### src/rtl/perc_regs.vh
// Register map, field positions and reset values of the per-port
// error rate enable and attribute capture bank.
// Assumes byte addresses on a 24-bit APB address with 32-bit words.
`ifndef PERC_REGS_VH
`define PERC_REGS_VH

// ----------------------------------------------------------------
// Register offsets
// ----------------------------------------------------------------
`define PERC_ADDR_W            24
`define PERC_OFS_RATE_EN       24'h00_2044
`define PERC_OFS_ATTR_CAPT     24'h00_2048
`define PERC_OFS_IRQ_STATUS    24'h00_2070
`define PERC_OFS_IRQ_CLEAR     24'h00_2074
`define PERC_OFS_IRQ_ENABLE    24'h00_2078

// ----------------------------------------------------------------
// Error rate enable layout
// ----------------------------------------------------------------
`define PERC_EN_WMASK          32'hFC03_FE01
`define PERC_EN_RESET          32'h0000_0000
`define PERC_BIT_IMPL          0
`define PERC_BIT_BAD_CRC       13
`define PERC_BIT_FRAME_TOGGLE  28

// ----------------------------------------------------------------
// Attribute capture layout
// ----------------------------------------------------------------
`define PERC_INFO_LSB          0
`define PERC_INFO_MSB          2
`define PERC_ETYPE_LSB         3
`define PERC_ETYPE_MSB         7
`define PERC_IMPL_LSB          8
`define PERC_IMPL_MSB          27
`define PERC_VALID_BIT         31
`define PERC_INFO_PACKET       3'h0
`define PERC_INFO_SHORT_CS     3'h2
`define PERC_INFO_LONG_CS      3'h3
`define PERC_INFO_IMPL         3'h4
`define PERC_INFO_SBIT         3'h6
`define PERC_INFO_RESET        3'h0
`define PERC_ETYPE_RESET       5'h00
`define PERC_IMPL_RESET        20'h0_0000

// ----------------------------------------------------------------
// Interrupt bank
// ----------------------------------------------------------------
`define PERC_IRQ_RESET         32'h0000_0000
`define PERC_RDATA_RESET       32'h0000_0000

`endif

### src/rtl/perc_top.v
// Per-port error management bank: error rate enable, attribute
// capture with lock, error detect status and interrupt.
// Assumes error events are one-cycle pulses from logic on mclk_i,
// with capture information valid in the same cycle, and an APB
// master on the same clock; capture data registers and the rate
// counter sit outside and follow capture_load_o and rate_inc_o.
`timescale 1ns/100ps
`default_nettype none
`include "perc_regs.vh"

module perc_top (
   input  wire                     mclk_i,
   input  wire                     rstn_i,
   // APB slave
   input  wire [23:0]              paddr_i,
   input  wire                     psel_i,
   input  wire                     penable_i,
   input  wire                     pwrite_i,
   input  wire [31:0]              pwdata_i,
   output wire [31:0]              prdata_o,
   output wire                     pready_o,
   output wire                     pslverr_o,
   // Error events from the link logic
   input  wire [31:0]              err_event_i,
   input  wire [2:0]               cap_info_type_i,
   input  wire [19:0]              cap_impl_i,
   // Results
   output wire                     rate_inc_o,
   output wire [31:0]              rate_hits_o,
   output wire                     capture_lock_o,
   output wire                     capture_load_o,
   output wire                     irq_o
);

   // ----------------------------------------------------------------
   // State
   // ----------------------------------------------------------------
   reg  [31:0]                     rate_en;
   reg  [2:0]                      info_type;
   reg  [4:0]                      err_type;
   reg  [19:0]                     impl_info;
   reg                             capt_valid;
   reg  [31:0]                     err_detect;
   reg  [31:0]                     irq_en;
   reg  [31:0]                     rd_data;
   reg                             rate_inc;
   reg  [31:0]                     rate_hits;
   reg                             capture_load;
   reg                             irq;

   reg  [31:0]                     next_rd_data;
   reg  [31:0]                     next_rate_en;
   reg                             next_rate_inc;
   reg  [31:0]                     next_rate_hits;
   reg  [2:0]                      next_info_type;
   reg  [4:0]                      next_err_type;
   reg  [19:0]                     next_impl_info;
   reg                             next_capt_valid;
   reg                             next_capture_load;
   reg  [31:0]                     next_irq_en;
   reg                             next_irq;
   reg                             mapped;

   wire                            load_rd;
   wire                            wr_stb;
   wire [31:0]                     legal_events;
   wire [31:0]                     hits;
   wire [4:0]                      hit_pos;
   wire                            hit_any;
   wire                            wr_rate_en;
   wire                            wr_attr;
   wire                            wr_irq_clr;
   wire                            wr_irq_en;
   wire                            unlock_wr;
   wire                            capture_go;
   wire                            field_wr;
   wire [31:0]                     attr_word;
   wire [31:0]                     next_err_detect;

   // ----------------------------------------------------------------
   // Address decode
   // ----------------------------------------------------------------
   // True for any offset that the bank answers
   function is_mapped;
      input [23:0] addr;
      begin
         is_mapped = (addr == `PERC_OFS_RATE_EN)    ||
                     (addr == `PERC_OFS_ATTR_CAPT)  ||
                     (addr == `PERC_OFS_IRQ_STATUS) ||
                     (addr == `PERC_OFS_IRQ_CLEAR)  ||
                     (addr == `PERC_OFS_IRQ_ENABLE);
      end
   endfunction

   // Write strobe for one register
   function wr_hit;
      input        stb;
      input [23:0] addr;
      input [23:0] ofs;
      begin
         wr_hit = stb && (addr == ofs);
      end
   endfunction

   // Decode of the current bus address
   always @* begin
      mapped = is_mapped(paddr_i);
   end

   // ----------------------------------------------------------------
   // Bus handshake
   // ----------------------------------------------------------------
   // One wait state, registered ready and error; the fixed wait gives
   // the read mux a full cycle and keeps ready off any long path
   perc_apb_slave u_apb (
      .mclk_i    (mclk_i),
      .rstn_i    (rstn_i),
      .psel_i    (psel_i),
      .penable_i (penable_i),
      .pwrite_i  (pwrite_i),
      .mapped_i  (mapped),
      .pready_o  (pready_o),
      .pslverr_o (pslverr_o),
      .load_rd_o (load_rd),
      .wr_stb_o  (wr_stb)
   );

   // Per-register write strobes
   assign wr_rate_en = wr_hit(wr_stb, paddr_i, `PERC_OFS_RATE_EN);
   assign wr_attr    = wr_hit(wr_stb, paddr_i, `PERC_OFS_ATTR_CAPT);
   assign wr_irq_clr = wr_hit(wr_stb, paddr_i, `PERC_OFS_IRQ_CLEAR);
   assign wr_irq_en  = wr_hit(wr_stb, paddr_i, `PERC_OFS_IRQ_ENABLE);

   // ----------------------------------------------------------------
   // Error gating
   // ----------------------------------------------------------------
   // Only error classes with an enable bit can ever qualify; reserved
   // positions are dropped here so that neither the counter feed nor
   // the status register can ever show them
   assign legal_events = err_event_i & `PERC_EN_WMASK;

   // An event counts only with its enable bit set
   assign hits = legal_events & rate_en;

   // Lowest enabled error wins the capture slot
   perc_err_encode u_enc (
      .hits_i (hits),
      .pos_o  (hit_pos),
      .any_o  (hit_any)
   );

   // ----------------------------------------------------------------
   // Error rate enable register
   // ----------------------------------------------------------------
   // Writable classes: bit 0, bits 9-17, bits 26-31; the rest stay 0
   always @* begin
      next_rate_en = rate_en;
      if (wr_rate_en) begin
         next_rate_en = pwdata_i & `PERC_EN_WMASK;
      end
   end

   // Enable register
   always @(posedge mclk_i) begin
      if (!rstn_i) begin
         rate_en <= `PERC_EN_RESET;
      end else begin
         rate_en <= next_rate_en;
      end
   end

   // ----------------------------------------------------------------
   // Error rate counter feed
   // ----------------------------------------------------------------
   // Pulse and hit vector to the rate counter, also while locked, so
   // that a held capture never hides a burst from the counter
   always @* begin
      next_rate_inc  = hit_any;
      next_rate_hits = hits;
   end

   // Counter feed registers
   always @(posedge mclk_i) begin
      if (!rstn_i) begin
         rate_inc  <= 1'b0;
         rate_hits <= 32'h0000_0000;
      end else begin
         rate_inc  <= next_rate_inc;
         rate_hits <= next_rate_hits;
      end
   end

   // ----------------------------------------------------------------
   // Attribute capture
   // ----------------------------------------------------------------
   // A zero written to the valid bit releases the lock
   assign unlock_wr  = wr_attr & ~pwdata_i[`PERC_VALID_BIT];

   // Capture when unlocked, or when unlocking in this very cycle;
   // a new error in the clearing cycle is therefore kept
   assign capture_go = hit_any & (~capt_valid | unlock_wr);

   // Software may rewrite the fields only while the bank is unlocked,
   // or with the very write that unlocks it
   assign field_wr   = wr_attr & (~capt_valid | unlock_wr);

   // Fields load from hardware on capture, else from software while
   // unlocked or with the write that unlocks it; a locked bank ignores other field writes
   always @* begin
      next_info_type  = info_type;
      next_err_type   = err_type;
      next_impl_info  = impl_info;
      next_capt_valid = capt_valid;
      if (capture_go) begin
         next_info_type  = cap_info_type_i;
         next_err_type   = hit_pos;
         next_impl_info  = cap_impl_i;
         next_capt_valid = 1'b1;
      end else if (field_wr) begin
         next_info_type  = pwdata_i[`PERC_INFO_MSB:`PERC_INFO_LSB];
         next_err_type   = pwdata_i[`PERC_ETYPE_MSB:`PERC_ETYPE_LSB];
         next_impl_info  = pwdata_i[`PERC_IMPL_MSB:`PERC_IMPL_LSB];
         if (unlock_wr) begin
            next_capt_valid = 1'b0;
         end
      end
   end

   // Field registers; software setting bit 31 never sets valid
   always @(posedge mclk_i) begin
      if (!rstn_i) begin
         info_type  <= `PERC_INFO_RESET;
         err_type   <= `PERC_ETYPE_RESET;
         impl_info  <= `PERC_IMPL_RESET;
         capt_valid <= 1'b0;
      end else begin
         info_type  <= next_info_type;
         err_type   <= next_err_type;
         impl_info  <= next_impl_info;
         capt_valid <= next_capt_valid;
      end
   end

   // One-cycle strobe telling the capture data registers to load
   always @* begin
      next_capture_load = capture_go;
   end

   // Strobe register
   always @(posedge mclk_i) begin
      if (!rstn_i) begin
         capture_load <= 1'b0;
      end else begin
         capture_load <= next_capture_load;
      end
   end

   // Assembled attribute word, reserved bits 28-30 read zero
   assign attr_word = {capt_valid, 3'h0, impl_info, err_type, info_type};

   // ----------------------------------------------------------------
   // Error detect status and interrupt
   // ----------------------------------------------------------------
   // Sticky per class at the enable bit positions; set beats clear,
   // so an error in the clearing cycle is never lost
   assign next_err_detect = (err_detect & ~({32{wr_irq_clr}} & pwdata_i))
                            | legal_events;

   // Next enable and level; the level uses the new status and enable
   // so that it moves on the same edge as the status it reflects
   always @* begin
      next_irq_en = irq_en;
      if (wr_irq_en) begin
         next_irq_en = pwdata_i & `PERC_EN_WMASK;
      end
      next_irq = |(next_err_detect & next_irq_en);
   end

   // Detect, enable and interrupt level
   always @(posedge mclk_i) begin
      if (!rstn_i) begin
         err_detect <= `PERC_IRQ_RESET;
         irq_en     <= `PERC_IRQ_RESET;
         irq        <= 1'b0;
      end else begin
         err_detect <= next_err_detect;
         irq_en     <= next_irq_en;
         irq        <= next_irq;
      end
   end

   // ----------------------------------------------------------------
   // Read path
   // ----------------------------------------------------------------
   // Read data selection, clear register and unmapped read zero
   always @* begin
      case (paddr_i)
         `PERC_OFS_RATE_EN:    next_rd_data = rate_en;
         `PERC_OFS_ATTR_CAPT:  next_rd_data = attr_word;
         `PERC_OFS_IRQ_STATUS: next_rd_data = err_detect;
         `PERC_OFS_IRQ_ENABLE: next_rd_data = irq_en;
         default:              next_rd_data = `PERC_RDATA_RESET;
      endcase
   end

   // Read data registered in the wait cycle; the word reflects state
   // one cycle before ready, so a capture in the ready cycle shows on
   // the next read
   always @(posedge mclk_i) begin
      if (!rstn_i) begin
         rd_data <= `PERC_RDATA_RESET;
      end else if (load_rd) begin
         rd_data <= pwrite_i ? `PERC_RDATA_RESET : next_rd_data;
      end
   end

   // ----------------------------------------------------------------
   // Outputs
   // ----------------------------------------------------------------
   // Every output comes straight from a register
   assign prdata_o       = rd_data;
   assign rate_inc_o     = rate_inc;
   assign rate_hits_o    = rate_hits;
   assign capture_lock_o = capt_valid;
   assign capture_load_o = capture_load;
   assign irq_o          = irq;

endmodule
`default_nettype wire

### src/rtl/perc_apb_slave.v
// APB handshake for the error capture bank: one wait state per
// transfer, registered ready and error answer.
// Assumes an APB master on the same clock as the bank.
`timescale 1ns/100ps
`default_nettype none
`include "perc_regs.vh"

module perc_apb_slave (
   input  wire                     mclk_i,
   input  wire                     rstn_i,
   input  wire                     psel_i,
   input  wire                     penable_i,
   input  wire                     pwrite_i,
   input  wire                     mapped_i,
   output reg                      pready_o,
   output reg                      pslverr_o,
   output wire                     load_rd_o,
   output wire                     wr_stb_o
);

   // ----------------------------------------------------------------
   // Strobes
   // ----------------------------------------------------------------
   // Read data loads in the wait cycle; a write lands with ready
   assign load_rd_o = psel_i & penable_i & ~pready_o;
   assign wr_stb_o  = psel_i & penable_i & pready_o & pwrite_i & mapped_i;

   // Ready pulses one cycle after the access phase opens
   always @(posedge mclk_i) begin
      if (!rstn_i) begin
         pready_o  <= 1'b0;
         pslverr_o <= 1'b0;
      end else begin
         pready_o  <= load_rd_o;
         pslverr_o <= load_rd_o & ~mapped_i;
      end
   end

endmodule
`default_nettype wire

### src/rtl/perc_err_encode.v
// Encoder that turns a vector of enabled error hits into the bit
// position of the lowest one set.
// Assumes the caller qualifies the result with a hit-present flag.
`timescale 1ns/100ps
`default_nettype none

module perc_err_encode (
   input  wire [31:0]              hits_i,
   output wire [4:0]               pos_o,
   output wire                     any_o
);

   // ----------------------------------------------------------------
   // Lowest set bit
   // ----------------------------------------------------------------
   function [4:0] lowest_bit;
      input [31:0] vec;
      integer      i;
      begin
         lowest_bit = 5'h00;
         for (i = 31; i >= 0; i = i - 1) begin
            if (vec[i]) begin
               lowest_bit = i[4:0];
            end
         end
      end
   endfunction

   // Position and presence
   assign pos_o = lowest_bit(hits_i);
   assign any_o = |hits_i;

endmodule
`default_nettype wire

### config.mk
export PLATFORM = sky130hd
export DESIGN_NAME = perc_top
export DESIGN_NICKNAME = d
export VERILOG_FILES = /design/src/rtl/perc_top.v /design/src/rtl/perc_apb_slave.v /design/src/rtl/perc_err_encode.v
export VERILOG_INCLUDE_DIRS = /design/src /design/src/rtl
export SDC_FILE = /design/constraint.sdc
export NUM_CORES = 1
export LEC_CHECK = 0
export BUFFER_PORTS_ARGS = -buffer_cell sky130_fd_sc_hd__buf_4
export CORE_MARGIN = 3
export CORE_UTILIZATION = 50
export CTS_CLUSTER_SIZE = 30
export DETAILED_ROUTE_END_ITERATION = 7
export PLACE_DENSITY = 0.74
export SETUP_SLACK_MARGIN = 0.5
export SLEW_MARGIN = 20
export SYNTH_ARGS = -nofsm -noshare
export SYNTH_HDL_FRONTEND = slang
export SYNTH_SLANG_ARGS = --single-unit
export TNS_END_PERCENT = 10
### constraint.sdc
create_clock -name mclk_i -period 4.4 [get_ports mclk_i]
set_clock_uncertainty 0.1 [all_clocks]
set_input_delay 0.88 -clock mclk_i [delete_from_list [all_inputs] [get_ports mclk_i]]
set_output_delay 0.88 -clock mclk_i [all_outputs]
set_load 0.005 [all_outputs]
# == Word level (Yosys, flattened, before mapping) ==
# Index checks and enable logic that the tools add are counted.
# classes
eq_ne,5
reduce_logical,13
bitwise,20
muxes,44
# op_table
cell,n
two-way mux 5 bit,34
bitwise AND 32 bit,4
case mux 32 bit (4 select lines),1
"equality test 24 x 14 -> 1 bit, second input constant",5
two-way mux 32 bit,2
OR reduction 32 bit,2
two-way mux 20 bit,2
NOT 32 bit,1
bitwise OR 32 bit,1
bitwise AND 1 bit,9
two-way mux 3 bit,2
logical AND 1 bit,4
logical OR 1 bit,4
NOT 1 bit,4
nonzero test 2 bit,2
two-way mux 1 bit,3
AND reduction 2 bit,1
bitwise OR 1 bit,1
# totals
word_cells,96
ff_bits,178
inputBits,116
out_inout_bits,70

# == Depth between registers and ports, before layout ==
# depth
depth_word,34
ltp_mapped,10
mapped_depth_nobuf,8

# == Modules after synthesis ==
# A second synthesis with hierarchy kept.
# unflattened
cells_unflattened,835
hier_area_um2,7322.0
# modules_own_cells
mod,area_each_um2,seq_area_each_um2,cells_each,instances
perc_top,6855.3,3203.1,762,1
perc_err_encode,385.4,0.0,65,1
perc_apb_slave,81.3,40.0,8,1

# == Least setup slack after synthesis ==
# No wires, ideal clock.
# synth_path
path_type,input -> register
startpoint,input port paddr_i[10]
endpoint,"register irq, in the netlist irq_o"
setup_time_ps,129
slack_ps,1078
cell_stages,10
arrival_ps,3093
required_ps,4171
n_path_buf,2
path_cell_list,or4_4 > buf_6 > or4_4 > or2_1 > buf_6 > o22ai_2 > o22a_1 > o221ai_2 > nor4_2 > o22ai_1
# synth_via
elab_chain_cells,13
word_cells_on_any_way,19
cone_classes,eq/ne: 5; mux: 1; bitwise: 6; reduce/logical: 7
# synth_rtl
element,line_no,text
from (decl),perc_top.v:15,"input wire [23:0] paddr_i,"
equality test 24 x 14 -> 1 bit,-,
logical OR 1 bit (4 in series),perc_top.v:87,is_mapped = (addr == `PERC_OFS_RATE_EN) ||
bitwise AND 1 bit,perc_apb_slave.v:26,assign wr_stb_o = psel_i & penable_i & pready_o & pwrite_i & mapped_i;
logical AND 1 bit,perc_top.v:101,wr_hit = stb && (addr == ofs);
bitwise AND 32 bit,perc_top.v:266,assign next_err_detect = (err_detect & ~({32{wr_irq_clr}} & pwdata_i))
NOT 32 bit,perc_top.v:266,
bitwise AND 32 bit,perc_top.v:266,
bitwise OR 32 bit,perc_top.v:267,| legal_events;
bitwise AND 32 bit *,perc_top.v:276,next_irq = |(next_err_detect & next_irq_en);
OR reduction 32 bit *,perc_top.v:276,
to (signal assigned),perc_top.v:288,irq <= next_irq;
to (decl),perc_top.v:49,reg irq;
# Every way passes the cells marked *; elsewhere a longest branch is shown, timed or not.
# A chain may end at the register's enable or synchronous reset.

# == Final worst setup path ==
# layout_path
startpoint,input port paddr_i[1]
endpoint,"register irq, in the netlist irq_o"
# The elaborated chain is that of the path after synthesis.

==> impl_metrics.yaml <==
drt:
  drt_iter0_drc: 785
  post_drt_via_cell_ratio: 6.045
  final_antenna_net_count: 0
  drt_wl_total_um: 20900
  num_vias: 6504
  dr.pass1.iters: 6
  wire_per_inst_um: 19.42
  drc: 0
setup_path:
  end_kind: "register"
  path_buf_inv: 2
  cp_top_family: "simple AND/OR/NAND/NOR gates"
  crit_chain: "buf_4 -> or4b_1 -> nor4_2 -> nand4_2 -> buf_4 -> mux2i_1 -> o22a_1 -> o221ai_2 -> nor4_2 -> o22ai_1"
  crit_arrival_ps: 3660
  critPathSlowestCell: "or4b_1"
  max_stage_delay_ps: 640
  critPathLaunchType: "input pin"
  path_class: "in2reg"
  critPathMaxFanout: 17
  cp.required_ps: 4570
layout:
  drive_gt1_share_pct: 24.34
  layout.cells.non_filler: 1076
  final_cell_mix: "166 x buf_4, 162 x dfxtp_1, 91 x nand2_1, 82 x nor2_1, 68 x a21oi_1"
  final_common_cell: "buf_4"
  areaGrowthSynthToFinish_pct: 26.30
  diodes: 0
  fin_nets: 1007
sta:
  fin_crit_sh_pct: 79.26
  tightest_slew_ps: 985.2
  setup_viol: 0
  slew_headroom_pct: 34.32
  rsz0062_at_grt: "no"
  max_freq_mhz: 286.7
  fin_crit_ps: 3488
  slew_viol_final: 0
  tns_ps: 0
  timing_hold_violations_final: 0
logic_synthesis:
  syn_area_um2: 6789
  synth_enable_flop_cells: 0
  ys_ff_latch: 162
  ys_seq_area_share_pct: 47.77
  syn_avg_cell_area_um2: 8.956
  synthArstFlopShare_pct: 0
  yosysWarnings: 0
  synth_ff_type: "dfxtp_1"
  postSynthCellCount: 758
  synth.distinct_cells: 59
place:
  port_buffers: 153
  gp_congestion: 0.8912
  dp_cells: 1044
  hpwl_um: 14360
clocking:
  cts-root-buf: "clkbuf_16"
  cts.sinks: 162
  htreeDepth: 4
  clk_pin_slew_ps: 60
  holdBufCountCts: 0
  clk_latency_ps: 420
  post_cts_resized: 0
  cts_tree: "yes"
  cts_inserted_buffers: 17
  cts_setup_buffers: 0
  clock_path_buffers: 2
floorplan:
  core-area_um2: 12930
  die_h_um: 122.5
  ios: 186
  start_util_pct: 52.52
  die_x_um: 122.5
  die_area_um2: 15010
  rows: 41
global_routing:
  grt_pass1_vias: 6144
  track_usage_pct: 27.47
  grt_max_degree: 67
  overflow: 0
  antenna_found_initial: 0
  grt_pass1_wl_um: 31800
pwr:
  peakVddDrop_v: 0.0003201
  power_uw: 3117
  p_leak_uw: 0.003589
  p_per_area_nw_per_um2: 363.5
flow_run:
  drv_cap: 0
status:
  outcome: "finished clean"
min_path:
  hold_class: "reg2reg"
-- cell usage after synthesis, types with 2 or more instances --
cell type,instances,area share [%]
nand3_1,19,1.4
and3_1,38,3.5
a31oi_1,6,0.55
dfxtp_1,162,48
nand2_1,91,5.0
or4_1,3,0.33
a22oi_1,56,6.2
or2_2,3,0.28
and2_1,10,0.92
nor2_1,83,4.6
o21ai_0,8,0.59
a22o_1,2,0.26
nand3b_1,7,0.77
mux2i_1,14,2.1
buf_2,12,0.88
a221oi_1,2,0.26
o22ai_2,2,0.37
buf_4,17,1.9
buf_6,3,0.50
o22a_1,2,0.26
o22ai_1,6,0.55
inv_1,6,0.33
or4b_1,3,0.44
nor4_1,6,0.55
clkbuf_1,35,1.9
nand2b_1,7,0.65
nor4_2,3,0.55
mux2_1,5,0.83
a21oi_1,68,5.0
a222oi_1,19,2.8
nand4_1,7,0.65
or4_4,2,0.33
nor4_4,2,0.63
o32a_1,2,0.29
nor3b_2,2,0.37
nor3_1,4,0.29
a2bb2oi_1,19,2.5
-- cell type report --
| type | count | area (um2) |
|---|---|---|
| clock inverters | 11 | 136.4 |
| flip-flops and latches | 162 | 3243 |
| fillers | 1094 | 4353 |
| multi-input cells | 536 | 3237 |
| well taps | 172 | 215.2 |
| inverters | 7 | 26.28 |
| clock buffers | 21 | 450.4 |
| repair buffers | 167 | 1266 |
-- state kept, by name (all words and copies together) (netlist names) --
name,cells
err_detect,32
err_type,5
u_apb.pslverr_o,1
rate_hits_o,16
u_apb.pready_o,1
rate_inc_o,1
impl_info,20
capture_lock_o,1
prdata_o,32
irq_en,32
info_type,3
capture_load_o,1
rate_en,16
irq_o,1
-- power breakdown --
part	total [uW]	internal, uW	switching [uW]
combinational	161	75.3	85.4
sequential	1480	1480	6.05
clock	1470	902	570
total	3120	2460	662
-- worst reg2reg max path, delay by kind of cell (launching register included) --
family,cells,cell delay (ps)
AOI/OAI and AO/OA,2,460
buffers and inverters,1,290
DFF,1,360
and+or+nand+nor,6,1520
-- metrics by stage --
| stage | setup slack [ps] | hold WS (ps) | util (%) | area (um2) |
|---|---|---|---|---|
| floorplan | 1078 | 344.7 | - | 6845 |
| global placement | 503.3 | 351.5 | 61.79 | 7988 |
| detailed placement | 499.3 | 367.9 | 61.79 | 7988 |
| CTS | 920.7 | 376.9 | 66.33 | 8574 |
| global route | 786.2 | 411.7 | 66.33 | 8574 |
| finish | 912.5 | 382.5 | 66.33 | 8574 |
-- metal layers --
| metal | track usage (%) | vias up | wire length, um |
|---|---|---|---|
| met4 | 10.92 | 0 | 560 |
| met2 | 46.24 | 334 | 10120 |
| li1 | - | 3007 | - |
| met5 | 0 | - | 0 |
| met1 | 35.00 | 3122 | 8438 |
| met3 | 4.977 | 41 | 1775 |
-- kinds of logic (layout without fill, tap and decap cells) --
logic type	Yosys count	count (layout)	share of synthesized area, %
AND/OR/NAND/NOR	301	301	22.89
AO/OA/AOI/OAI	200	200	20.75
flip-flops	162	162	47.77
multiplexers	19	19	2.893
buffers and inverters	75	206	5.639
other	1	16	0.05524
-- final timing paths --
path                    start     endpoint  slack, ps  depth (start not counted)
setup / recovery   paddr_i[1]        irq_o        910                         10
hold / removal     rate_en[9]   rate_en[9]        380                          2
setup reg to reg  rate_en[13]  err_type[1]       1520                          9
hold reg to reg    rate_en[9]   rate_en[9]        380                          2
(Power assumes the default switching activity.)
